## config.mk

```make
export PLATFORM = sky130hd
export DESIGN_NAME = harvest_power_mode_controller
export DESIGN_NICKNAME = d
export VERILOG_FILES = /design/src/hw/harvest_power_mode_controller.v /design/src/hw/hyst_compare.v /design/src/hw/wake_timer.v
export VERILOG_INCLUDE_DIRS = /design/src /design/src/common
export SDC_FILE = /design/constraint.sdc
export NUM_CORES = 1
export LEC_CHECK = 0
export BUFFER_PORTS_ARGS = -buffer_cell sky130_fd_sc_hd__buf_4
export CORE_MARGIN = 1.5
export CORE_UTILIZATION = 45
export CTS_BUF_LIST = sky130_fd_sc_hd__clkbuf_4 sky130_fd_sc_hd__clkbuf_8
export CTS_CLUSTER_SIZE = 28
export DETAILED_ROUTE_END_ITERATION = 8
export PLACE_DENSITY = 0.73
export SLEW_MARGIN = 20
export SYNTH_ARGS = -nofsm -noshare
export SYNTH_HDL_FRONTEND = slang
export SYNTH_SLANG_ARGS = --single-unit
```

## constraint.sdc

```tcl
create_clock -name clock_i -period 4.82 [get_ports clock_i]
set_input_delay 0.482 -clock clock_i [delete_from_list [all_inputs] [get_ports clock_i]]
set_output_delay 0.482 -clock clock_i [all_outputs]
set_load 0.01 [all_outputs]
```

## src/common/harvest_pmc_defs.vh

```
// Constants for the harvest power mode controller: register map, fields, resets, timing.
// Assumes inclusion by bare name from the design files.
`ifndef HARVEST_PMC_DEFS_VH
`define HARVEST_PMC_DEFS_VH

`define PMC_ADDR_W 4
`define PMC_REG_CTRL 4'h0
`define PMC_REG_STATUS 4'h1
`define PMC_REG_WAKE 4'h2
`define PMC_REG_ID 4'h3

`define PMC_CTRL_AUX_OFF 0
`define PMC_CTRL_GND_OFF 1
`define PMC_CTRL_SLEEP 2
`define PMC_CTRL_AUX_MASK_LSB 4
`define PMC_CTRL_RESET 32'h0000_0070

`define PMC_ST_MODE_LSB 0
`define PMC_ST_JOINED 2
`define PMC_ST_BAT_LOW 3
`define PMC_ST_HARVESTER_LOW_FLAG 4
`define PMC_ST_APL_OVER 5
`define PMC_ST_MAIN_ON 6
`define PMC_ST_SEL_FOUR 7

`define PMC_WAKE_RESET 32'h0000_03E8
`define PMC_ID_VALUE 32'h0000_5A01

`define PMC_MODE_NORMAL 2'h0
`define PMC_MODE_PROTECT 2'h1
`define PMC_MODE_SLEEP 2'h2

`define PMC_TICK_NS 1000
`define PMC_CLK_NS 10
`define PMC_TICK_CYC (`PMC_TICK_NS / `PMC_CLK_NS)
// Last prescaler count of a tick, PMC_TICK_CYC - 1, held at the counter's width
`define PMC_TICK_LAST 16'h0063
`define PMC_AUX_N 3

`endif

```

## src/hw/harvest_power_mode_controller.v

```verilog
// Mode controller for a solar-harvesting power manager: mode machine, switches, indicators,
// Avalon-MM register slave. Assumes comparator results are synchronous to clock_i.
//
// Summary of operation
// (RQ1) In normal mode with the storage voltage in range the storage join switch is closed.
// (RQ2) A long-term storage voltage below the battery floor low level enters protection mode.
// (RQ3) Protection mode opens the join switch to shield the long-term element.
// (RQ4) The battery-low pin goes high for a low battery and always in protection mode.
// (RQ5) Protection mode keeps the main and auxiliary supplies on from solar or USB. Code keeps on only the auxiliary supplies set in CTRL mask bits 6:4.
// (RQ6) Normal mode lets configuration turn off the auxiliary supplies, ground switches or both.
// (RQ7) Sleep mode turns the main supply off and the serial interface is dead meanwhile.
// (RQ8) Sleep ends on the wake pin or the wake timer, re-enabling the main supply.
// (RQ9) The floor high level is the connected value while joined, else the disconnected value.
// (RQ10) The application ceiling uses separate high and low trips to set and clear over-limit.
// (RQ11) The harvester-low pin goes high when harvester energy is low.
// (RQ12) Chip select also picks four-wire (high) or two-wire serial mode.
// (RQ13) With the main supply off the host sees the serial pins as floating and dead.
// (RQ14) All digital pins are active high.
// (RQ15) Protection mode ends and storages rejoin once storage rises above the floor high level.
`include "harvest_pmc_defs.vh"
module harvest_power_mode_controller (
  input wire clock_i,
  input wire srst_i,
  input wire [`PMC_ADDR_W-1:0] avs_address_i,
  input wire avs_read_i,
  input wire avs_write_i,
  input wire [31:0] avs_writedata_i,
  input wire [3:0] avs_byteenable_i,
  output reg [31:0] avs_readdata_o,
  output reg avs_waitrequest_o,
  input wire lts_below_floor_low_i,
  input wire lts_above_floor_high_con_i,
  input wire lts_above_floor_high_dis_i,
  input wire lts_in_range_i,
  input wire apl_above_ceiling_high_i,
  input wire apl_below_ceiling_low_i,
  input wire harvester_weak_i,
  input wire wake_i,
  input wire chip_select_i,
  output reg storage_join_o,
  output reg main_supply_o,
  output reg [`PMC_AUX_N-1:0] aux_supply_out_o,
  output reg [`PMC_AUX_N-1:0] aux_ground_switch_o,
  output reg battery_low_o,
  output reg harvester_low_flag_o,
  output reg apl_over_o,
  output reg serial_enable_o,
  output reg serial_four_wire_o
);
  localparam [1:0] ST_NORMAL = `PMC_MODE_NORMAL;
  localparam [1:0] ST_PROTECT = `PMC_MODE_PROTECT;
  localparam [1:0] ST_SLEEP = `PMC_MODE_SLEEP;

  reg [1:0] mode_q;
  reg [1:0] mode_d;
  reg [31:0] ctrl_q;
  reg [31:0] wake_q;
  reg sleep_req_q;
  reg rd_pending_q;
  reg [31:0] rd_data;
  wire apl_over;
  wire wake_expire;
  wire floor_high_ok;
  wire access;
  wire [31:0] bmask;

  hyst_compare u_apl (
    .clock_i(clock_i),
    .srst_i(srst_i),
    .above_high_i(apl_above_ceiling_high_i),
    .below_low_i(apl_below_ceiling_low_i),
    .flag_o(apl_over)
  );

  wake_timer u_wake (
    .clock_i(clock_i),
    .srst_i(srst_i),
    .run_i(mode_q == ST_SLEEP),
    .load_i(wake_q),
    .expire_o(wake_expire)
  );

  // Floor high level follows the present join state
  assign floor_high_ok = storage_join_o ? lts_above_floor_high_con_i
                                        : lts_above_floor_high_dis_i; // [RQ9]

  always @* begin
    mode_d = mode_q;
    case (mode_q)
      ST_NORMAL: begin
        if (lts_below_floor_low_i) begin
          mode_d = ST_PROTECT; // [RQ2]
        end else if (sleep_req_q) begin
          mode_d = ST_SLEEP;
        end
      end
      ST_PROTECT: begin
        if (floor_high_ok && !lts_below_floor_low_i) begin
          mode_d = ST_NORMAL; // [RQ15]
        end
      end
      ST_SLEEP: begin
        if (wake_i || wake_expire) begin
          mode_d = ST_NORMAL; // [RQ8]
        end
        if (lts_below_floor_low_i) begin
          mode_d = ST_PROTECT;
        end
      end
      default: begin
        mode_d = ST_NORMAL;
      end
    endcase
  end

  // Waitrequest drops one cycle after a request, so every access takes two cycles while the serial port is enabled
  assign access = (avs_read_i || avs_write_i) && avs_waitrequest_o && serial_enable_o;
  genvar b;
  generate
    for (b = 0; b < 4; b = b + 1) begin : g_be
      assign bmask[8*b+7:8*b] = {8{avs_byteenable_i[b]}};
    end
  endgenerate

  always @* begin
    case (avs_address_i)
      `PMC_REG_CTRL: rd_data = ctrl_q;
      `PMC_REG_STATUS: rd_data = {24'h000000, serial_four_wire_o, main_supply_o, apl_over_o,
        harvester_low_flag_o, battery_low_o, storage_join_o, mode_q};
      `PMC_REG_WAKE: rd_data = wake_q;
      `PMC_REG_ID: rd_data = `PMC_ID_VALUE; // Arbitrary identification value
      default: rd_data = 32'h0000_0000;
    endcase
  end

  always @(posedge clock_i) begin
    if (srst_i) begin
      mode_q <= ST_NORMAL;
      ctrl_q <= `PMC_CTRL_RESET;
      wake_q <= `PMC_WAKE_RESET;
      sleep_req_q <= 1'b0;
      rd_pending_q <= 1'b0;
      avs_readdata_o <= 32'h0000_0000;
      avs_waitrequest_o <= 1'b1;
      storage_join_o <= 1'b0;
      main_supply_o <= 1'b1;
      aux_supply_out_o <= {`PMC_AUX_N{1'b0}};
      aux_ground_switch_o <= {`PMC_AUX_N{1'b0}};
      battery_low_o <= 1'b0;
      harvester_low_flag_o <= 1'b0;
      apl_over_o <= 1'b0;
      serial_enable_o <= 1'b1;
      serial_four_wire_o <= 1'b0;
    end else begin
      mode_q <= mode_d;
      rd_pending_q <= 1'b0;
      avs_waitrequest_o <= ~access;
      if (access && avs_read_i) begin
        avs_readdata_o <= rd_data;
      end
      // Sleep request is a one-shot: consumed on entry, and dropped outside normal mode
      // so a request made in protection cannot fire long after the fact
      if (mode_d != ST_NORMAL) begin
        sleep_req_q <= 1'b0;
      end
      if (access && avs_write_i) begin
        if (avs_address_i == `PMC_REG_CTRL) begin
          ctrl_q <= (ctrl_q & ~bmask) | (avs_writedata_i & bmask);
          if (avs_byteenable_i[0] && avs_writedata_i[`PMC_CTRL_SLEEP]) begin
            sleep_req_q <= 1'b1;
          end
        end else if (avs_address_i == `PMC_REG_WAKE) begin
          wake_q <= (wake_q & ~bmask) | (avs_writedata_i & bmask);
        end
      end
      storage_join_o <= (mode_d == ST_NORMAL) && lts_in_range_i; // [RQ1] [RQ3]
      main_supply_o <= (mode_d != ST_SLEEP); // [RQ5] [RQ7] [RQ8]
      // Serial port dead while the main supply is off
      serial_enable_o <= (mode_d != ST_SLEEP); // [RQ7] [RQ13]
      serial_four_wire_o <= chip_select_i; // [RQ12]
      if (mode_d == ST_NORMAL) begin
        aux_supply_out_o <= ctrl_q[`PMC_CTRL_AUX_OFF] ? {`PMC_AUX_N{1'b0}}
          : ctrl_q[`PMC_CTRL_AUX_MASK_LSB +: `PMC_AUX_N]; // [RQ6]
        aux_ground_switch_o <= ctrl_q[`PMC_CTRL_GND_OFF] ? {`PMC_AUX_N{1'b0}}
          : ctrl_q[`PMC_CTRL_AUX_MASK_LSB +: `PMC_AUX_N]; // [RQ6]
      end else if (mode_d == ST_PROTECT) begin
        aux_supply_out_o <= ctrl_q[`PMC_CTRL_AUX_MASK_LSB +: `PMC_AUX_N]; // [RQ5]
        aux_ground_switch_o <= ctrl_q[`PMC_CTRL_AUX_MASK_LSB +: `PMC_AUX_N];
      end else begin
        aux_supply_out_o <= {`PMC_AUX_N{1'b0}};
        aux_ground_switch_o <= {`PMC_AUX_N{1'b0}};
      end
      battery_low_o <= (mode_d == ST_PROTECT) || lts_below_floor_low_i; // [RQ4] [RQ14]
      harvester_low_flag_o <= harvester_weak_i; // [RQ11]
      apl_over_o <= apl_over; // [RQ10]
    end
  end
endmodule

```

## src/hw/hyst_compare.v

```verilog
// Hysteresis flag: set on the high trip, cleared on the low trip.
// Assumes trip inputs come from comparators synchronous to clock_i.
`include "harvest_pmc_defs.vh"
module hyst_compare (
  input wire clock_i,
  input wire srst_i,
  input wire above_high_i,
  input wire below_low_i,
  output reg flag_o
);
  always @(posedge clock_i) begin
    if (srst_i) begin
      flag_o <= 1'b0;
    end else if (above_high_i) begin
      flag_o <= 1'b1; // [RQ10]
    end else if (below_low_i) begin
      flag_o <= 1'b0; // [RQ10]
    end
  end
endmodule

```

## src/hw/wake_timer.v

```verilog
// Sleep wake timer counting microsecond ticks down from a loaded value.
// Assumes run_i stays high for the whole sleep period.
`include "harvest_pmc_defs.vh"
module wake_timer (
  input wire clock_i,
  input wire srst_i,
  input wire run_i,
  input wire [31:0] load_i,
  output reg expire_o
);
  reg [31:0] count_q;
  reg [15:0] tick_q;
  wire tick;
  assign tick = (tick_q == `PMC_TICK_LAST);
  always @(posedge clock_i) begin
    if (srst_i || !run_i) begin
      count_q <= load_i;
      tick_q <= 16'h0000;
      expire_o <= 1'b0;
    end else begin
      tick_q <= tick ? 16'h0000 : tick_q + 16'h0001;
      if (tick && count_q != 32'h0000_0000) begin
        count_q <= count_q - 32'h0000_0001;
      end
      expire_o <= (count_q == 32'h0000_0000); // [RQ8]
    end
  end
endmodule

```

==> results.py, run 1 <==
metrics = {
    "yosys": {
        "synthXorXnorAreaFrac_pct": 5.04,
        "synth_area_um2": 6960,
        "synthDistinctLibCells": 45,
        "synthAdderAreaFrac_pct": 0.539,
        "synth_top_family_by_area": "simple AND/OR/NAND/NOR gates",
        "async_flop_share_pct": 0,
        "synth_edf_count": 32,
        "synth_cells": 809,
        "synth-compound-area-share_pct": 12.5,
        "synth-seq-cells": 162,
        "avgSynthCellArea_um2": 8.60,
        "synthSimpleGateAreaFrac_pct": 25.9,
        "syn-num-nets": 865,
        "ys.flop_type": "dfxtp_1",
        "synth_mux_area_share_pct": 1.31,
        "yosys_warnings": 0,
        "synth-seq-area-share_pct": 51.2,
    },
    "placed_design": {
        "io_buffers": 98,
        "dp.cells": 1050,
        "routabilityCongestion": 0.824,
        "hpwl_um": 11300,
        "placed_area_um2": 7810,
    },
    "floorplan": {
        "start_util_pct": 45.9,
        "io_pins": 99,
        "core_area_um2": 15100,
        "rows": 45,
        "fp.dieW_um": 127,
        "die_h_um": 127,
        "dieArea_um2": 16200,
    },
    "setup_path": {
        "endpoint": "u_wake.count_q[19]",
        "crit_type": "flip-flop to flip-flop",
        "r2r-start": "u_wake.count_q[10]",
        "worstRegToRegCells": 5,
        "crit_fanout": 6,
        "cp-end-kind": "flip-flop",
        "rrSetupSlack_ns": 2.11,
        "startpoint": "u_wake.count_q[10]",
        "critPathLaunchType": "flip-flop",
        "r2r_end": "u_wake.count_q[19]",
        "required_ns": 5.01,
        "worstPathArrival_ns": 2.90,
    },
    "final_layout": {
        "antenna_cells": 0,
        "finalNonFillerCells": 1082,
        "seq_area_um2": 3560,
        "n_fill_cell": 1375,
        "area_delta_synth_final_pct": 17.7,
        "finalNetCount": 937,
        "multi_input_area_um2": 3170,
        "utilization_pct": 54.1,
        "drive_above_1_share_pct": 16.3,
        "layout_common_cells": "130 x dfxtp_1, 107 x buf_4, 104 x nor2_1",
        "fin_area_um2": 8190,
        "final_common_cell": "dfxtp_1",
    },
    "timing": {
        "period_minus_slack_ns": 2.71,
        "report.final.slew_viol_count": 0,
        "worstMarginPinSlew_ns": 0.964,
        "fmaxAchievable_mhz": 369,
        "post-route-period-util_pct": 56.3,
        "skew_ns": 0.0122,
        "rsz0062_at_grt": "no",
        "final_hold_viol_count": 0,
        "max_slew_margin_pct": 35.8,
        "setup_viol": 0,
        "fin_setup_tns_ns": 0,
    },
    "grt": {
        "grt_pass1_wl_um": 26900,
        "grt_pass1_vias": 5511,
        "overflow": 0,
        "grt_max_degree": 68,
        "antenna_found_initial": 0,
        "grt_use_total_pct": 20.6,
    },
    "clock_tree": {
        "cts_setup_buffers": 0,
        "clockBufferDepth": 2,
        "cts_sinks": 162,
        "cts_hold_buf": 0,
        "cts-resized-gates": 0,
        "tritoncts": "built",
        "clk_pin_slew_worst_paths_ns": 0.08,
        "htreeDepth": 4,
        "cts_buffers": 17,
        "cts-root-buf": "clkbuf_8",
        "clk_latency_ns": 0.45,
    },
    "detailed_routing": {
        "viasPerCell": 5.47,
        "drc": 0,
        "routed_wl_um": 16200,
        "drtIter0Drc": 439,
        "ant_nets": 0,
        "routed-via-count": 5916,
        "wl_per_cell_um": 14.9,
        "first_pass_iters": 4,
    },
    "power_and_ir_drop": {
        "finalPower_mw": 2.58,
        "power.density_nw_per_um2": 315,
        "p_leak_nw": 3.07,
        "vdd.ir_drop.worst_mv": 0.218,
    },
    "min_path": {
        "holdPathStages": 2,
        "hold_path_class": "input pin to flip-flop",
    },
    "status": {
        "status": "finished, final reports clean",
    },
    "job": {
        "drv_cap": 0,
    },
}
==> logic make-up after synthesis <==
family,Yosys count
and+or+nand+nor,382
buffers and inverters,63
DFF,162
xor gates and xnor gates,40
adders and majority gates,3
AOI/OAI and AO/OA,150
muxes,9
==> worst min-delay path by stage <==
| stage | start | to | slack [ns] |
|---|---|---|---|
| floorplan | u_wake.tick_q[0] | u_wake.tick_q[0] | 0.43 |
| global placement | flip-flop | flip-flop | 0.44 |
| detailed placement | flip-flop | flip-flop | 0.45 |
| CTS | avs_read_i | avs_waitrequest_o | 0.20 |
| global route | avs_read_i | avs_waitrequest_o | 0.19 |
| finish | avs_read_i | avs_waitrequest_o | 0.22 |
==> through the flow <==
| stage | hold slack [ns] | setup slack, ns |
|---|---|---|
| final | 0.224 | 2.11 |
| after CTS | 0.196 | 2.11 |
| after floorplan | 0.430 | 2.13 |
| after global routing | 0.194 | 2.02 |
| after detailed placement | 0.446 | 1.81 |
| after global placement | 0.442 | 1.85 |
==> layout make-up <==
class / count / area share (%)
repair buffers: 107 / 9.80
well taps: 188 / 2.87
inverters: 9 / 0.412
flip-flops and latches: 162 / 43.5
multi-input cells: 584 / 38.7
clock inverters: 10 / 1.33
clock buffers: 22 / 3.39
==> cell usage after synthesis (4+ instances only) <==
library cell  instances  share of area [%]
nand3b_1             13                1.4
mux2i_1               8                1.2
a221oi_1             20                2.5
o21ai_0              15                1.1
xor2_1               23                2.9
nand2b_1              5               0.45
nor2_1              104                5.6
and3_1                5               0.45
nor3b_1               5               0.54
nor3_1               32                2.3
a21oi_1              98                7.0
a22oi_1               7               0.76
or3_1                 4               0.36
clkbuf_1             50                2.7
inv_1                 9               0.49
nor4_1                9               0.81
nand2_1              99                5.3
nand3_1              76                5.5
nor2b_1               6               0.54
dfxtp_1             130                 37
nand4_1               8               0.72
xnor2_1              17                2.1
edfxtp_1             32                 14
==> worst max-delay path, cell delays in order (launching register included) <==
cell and delay (ns):
edfxtp_1 0.43, or4_4 0.56, or4_1 0.66, or4_4 0.53, xor2_1 0.19, a21oi_2 0.07
==> power breakdown <==
| part | internal [mW] | switching, mW | total, mW |
|---|---|---|---|
| registers | 1.40 | 0.0160 | 1.42 |
| clock network | 0.493 | 0.488 | 0.981 |
| logic | 0.0827 | 0.103 | 0.186 |
==> per-layer routing <==
metal  track usage, %  share of wire, %  routed length [um]  vias to the layer above
li1                 -                 -                   -                     2984
met1             27.7                46                7380                     2785
met2             32.8                49                7850                      127
met3             4.94               4.3                 691                       20
met4             6.95               1.5                 239                        0
met5                0                 0                   0                        -
Power figures use the tool's default switching activity.
==> run 2, diff against run 1 <==
Settings changed: ABC_AREA from default to 1, PLACE_DENSITY 0.73 to 0.75.
Clock period 4.82 ns to 2.4 ns, I/O delays scaled along.
==> run 2 against run 1 <==
  * Clock-buffer cell count down 5
  * Via count up 17%
  * Utilization up 1.9 points
  * Non-clock buffer count up 15
  * Register-to-register slack worse by 1.8 ns
==> results.py, run 2 <==
metrics = {
    "floorplan": {
        "dieArea_um2": 17400,
        "die_h_um": 132,
        "start_util_pct": 46.6,
        "core_area_um2": 16100,
        "rows": 46,
        "fp.dieW_um": 132,
        "io_pins": 99,
    },
    "clock_tree": {
        "clockBufferDepth": 2,
        "cts-root-buf": "clkbuf_8",
        "tritoncts": "built",
        "clk_pin_slew_worst_paths_ns": 0.10,
        "htreeDepth": 4,
        "clk_latency_ns": 0.46,
        "cts_sinks": 162,
        "cts_buffers": 17,
    },
    "placed_design": {
        "routabilityCongestion": 0.923,
        "dp.cells": 1309,
        "hpwl_um": 13600,
        "io_buffers": 98,
    },
    "min_path": {
        "hold_path_class": "input pin to flip-flop",
        "hp-start": "avs_writedata_i[4]",
    },
    "yosys": {
        "yosys_warnings": 0,
        "yosysTopAreaCell": "dfxtp_1",
        "ys.flop_type": "dfxtp_1",
        "synth-seq-area-share_pct": 47.6,
        "syn-num-nets": 1076,
        "yosysMostFrequentCell": "nand2_1",
        "synth_edf_count": 32,
        "synthDistinctLibCells": 41,
        "synth-seq-cells": 162,
        "synth_area_leaders": "dfxtp_1 35%, nand2_1 13%, edfxtp_1 13%",
        "synth_top_area_share_pct": 34.8,
        "synth_cells": 1020,
        "synth_area_um2": 7480,
        "avgSynthCellArea_um2": 7.33,
        "async_flop_share_pct": 0,
        "synth_common_cells": "269 x nand2_1, 130 x dfxtp_1, 117 x inv_1, 113 x nor2_1, 94 x a21oi_1",
    },
    "setup_path": {
        "crit_type": "flip-flop to flip-flop",
        "crit_fanout": 18,
        "r2r-start": "u_wake.count_q[9]",
        "cp_slowest_cell": "edfxtp_1",
        "required_ns": 2.62,
        "critical_path.most_common_cell": "nor2_1",
        "worstPathArrival_ns": 2.29,
        "startpoint": "u_wake.count_q[9]",
        "cp-end-kind": "flip-flop",
        "critPathLaunchType": "flip-flop",
        "critPathMaxStageDelay_ns": 0.43,
        "cp_cell_sequence": "nor2_1 > nand2_1 > nor2_1 > nand4_1 > nor3_1 > nor2_4 > buf_12",
    },
    "timing": {
        "rsz0062_at_grt": "no",
        "period_minus_slack_ns": 2.07,
        "fmaxAchievable_mhz": 482,
        "final_hold_viol_count": 0,
        "max_slew_margin_pct": 60.7,
        "report.final.slew_viol_count": 0,
        "skew_ns": 0.0157,
        "post-route-period-util_pct": 86.4,
        "setup_viol": 0,
        "worstMarginPinSlew_ns": 0.588,
        "fin_setup_tns_ns": 0,
    },
    "grt": {
        "grt_pass1_wl_um": 30600,
        "antenna_found_initial": 0,
        "overflow": 0,
        "grt_use_total_pct": 21.5,
        "grt_max_degree": 63,
        "grt_pass1_vias": 6402,
    },
    "power_and_ir_drop": {
        "p_clk_share_pct": 41.5,
        "vdd.ir_drop.worst_mv": 0.378,
        "p_leak_nw": 3.82,
        "p_seq_share_pct": 51.7,
        "p_sw_mw": 1.34,
        "combPwrFrac_pct": 6.8,
        "switching_share_pct": 24.5,
        "power.density_nw_per_um2": 608,
        "p_int_mw": 4.12,
    },
    "final_layout": {
        "antenna_cells": 0,
        "finalNetCount": 1180,
        "final_common_cell": "nand2_1",
        "finalNonFillerCells": 1353,
        "area_delta_synth_final_pct": 20.1,
        "n_fill_cell": 1500,
        "layout_common_cells": "269 x nand2_1, 130 x dfxtp_1, 117 x inv_1",
        "drive_above_1_share_pct": 15.4,
    },
    "status": {
        "status": "finished, final reports clean",
    },
    "detailed_routing": {
        "drc": 0,
        "viasPerCell": 5.12,
        "drtIter0Drc": 313,
        "first_pass_iters": 5,
        "routed-via-count": 6923,
        "wl_per_cell_um": 13.7,
        "ant_nets": 0,
        "routed_wl_um": 18600,
    },
    "job": {
        "drv_cap": 0,
    },
}
==> run 2: area by class of cell <==
cell class	count	area (um2)	area share (%)
flip-flops and latches	162	3560	39.7
well taps	216	270	3.01
multi-input cells	696	3270	36.4
inverters	125	470	5.24
clock inverters	15	221	2.46
clock buffers	17	234	2.60
repair buffers	122	958	10.7
==> run 2: what timing repair did <==
action / in CTS / in global routing
buffers inserted: 0 / 0
resized for setup: 0 / 1
hold buffers: 12 / 0
hold endpoints to repair: 13 / 0
endpoints found under the setup margin: 0 / 17
==> run 2: critical path, delay by kind of cell (launching register included) <==
kind	cells	cell delay [ns]
simple gates	6	1.20
flops	1	0.43
buf+inv	1	0.21
==> run 2: cell families after synthesis <==
logic type | synth area share (%)
xor gates and xnor gates | 1.29
DFF | 47.6
and+or+nand+nor | 26.7
adders and majority gates | 0.502
AOI/OAI and AO/OA | 15.1
buffers and inverters | 8.78
==> run 2: path summary, 6_finish.rpt <==
check | cells after the start | to | slack, ns
hold / removal | 3 | flip-flop | 0.02
hold reg to reg | 2 | apl_over_o | 0.45
setup / recovery | 7 | u_wake.count_q[14] | 0.33
setup reg to reg | 7 | u_wake.count_q[14] | 0.33
==> run 2: metal layers <==
layer / wire length [um] / part of all wire, % / track usage (%)
met4: 363 / 2.0 / 7.41
met5: 0 / 0 / 0
met3: 1010 / 5.4 / 4.84
met2: 8830 / 48 / 35.5
met1: 8370 / 45 / 27.6
==> run 2: power by group through the flow <==
stage	logic (mW)	registers, mW	clock network (mW)
after floorplan	0.180	2.89	0
after global placement	0.348	2.89	0
after detailed placement	0.351	2.89	0
after CTS	0.368	2.82	2.29
after global routing	0.406	2.83	2.41
final	0.370	2.82	2.27
==> run 2: metrics by stage <==
step                      area, um2  util (%)  power (mW)  setup slack [ns]  hold slack (ns)
after floorplan                7480         -        3.07            0.0903            0.340
after global placement         8410      52.3        3.23             0.162            0.423
after detailed placement       8410      52.3        3.24             0.137            0.425
after CTS                      8980      55.9        5.48             0.110          0.00349
after global routing           8990      56.0        5.65             0.150           0.0231
final                          8990      56.0        5.46             0.327           0.0231
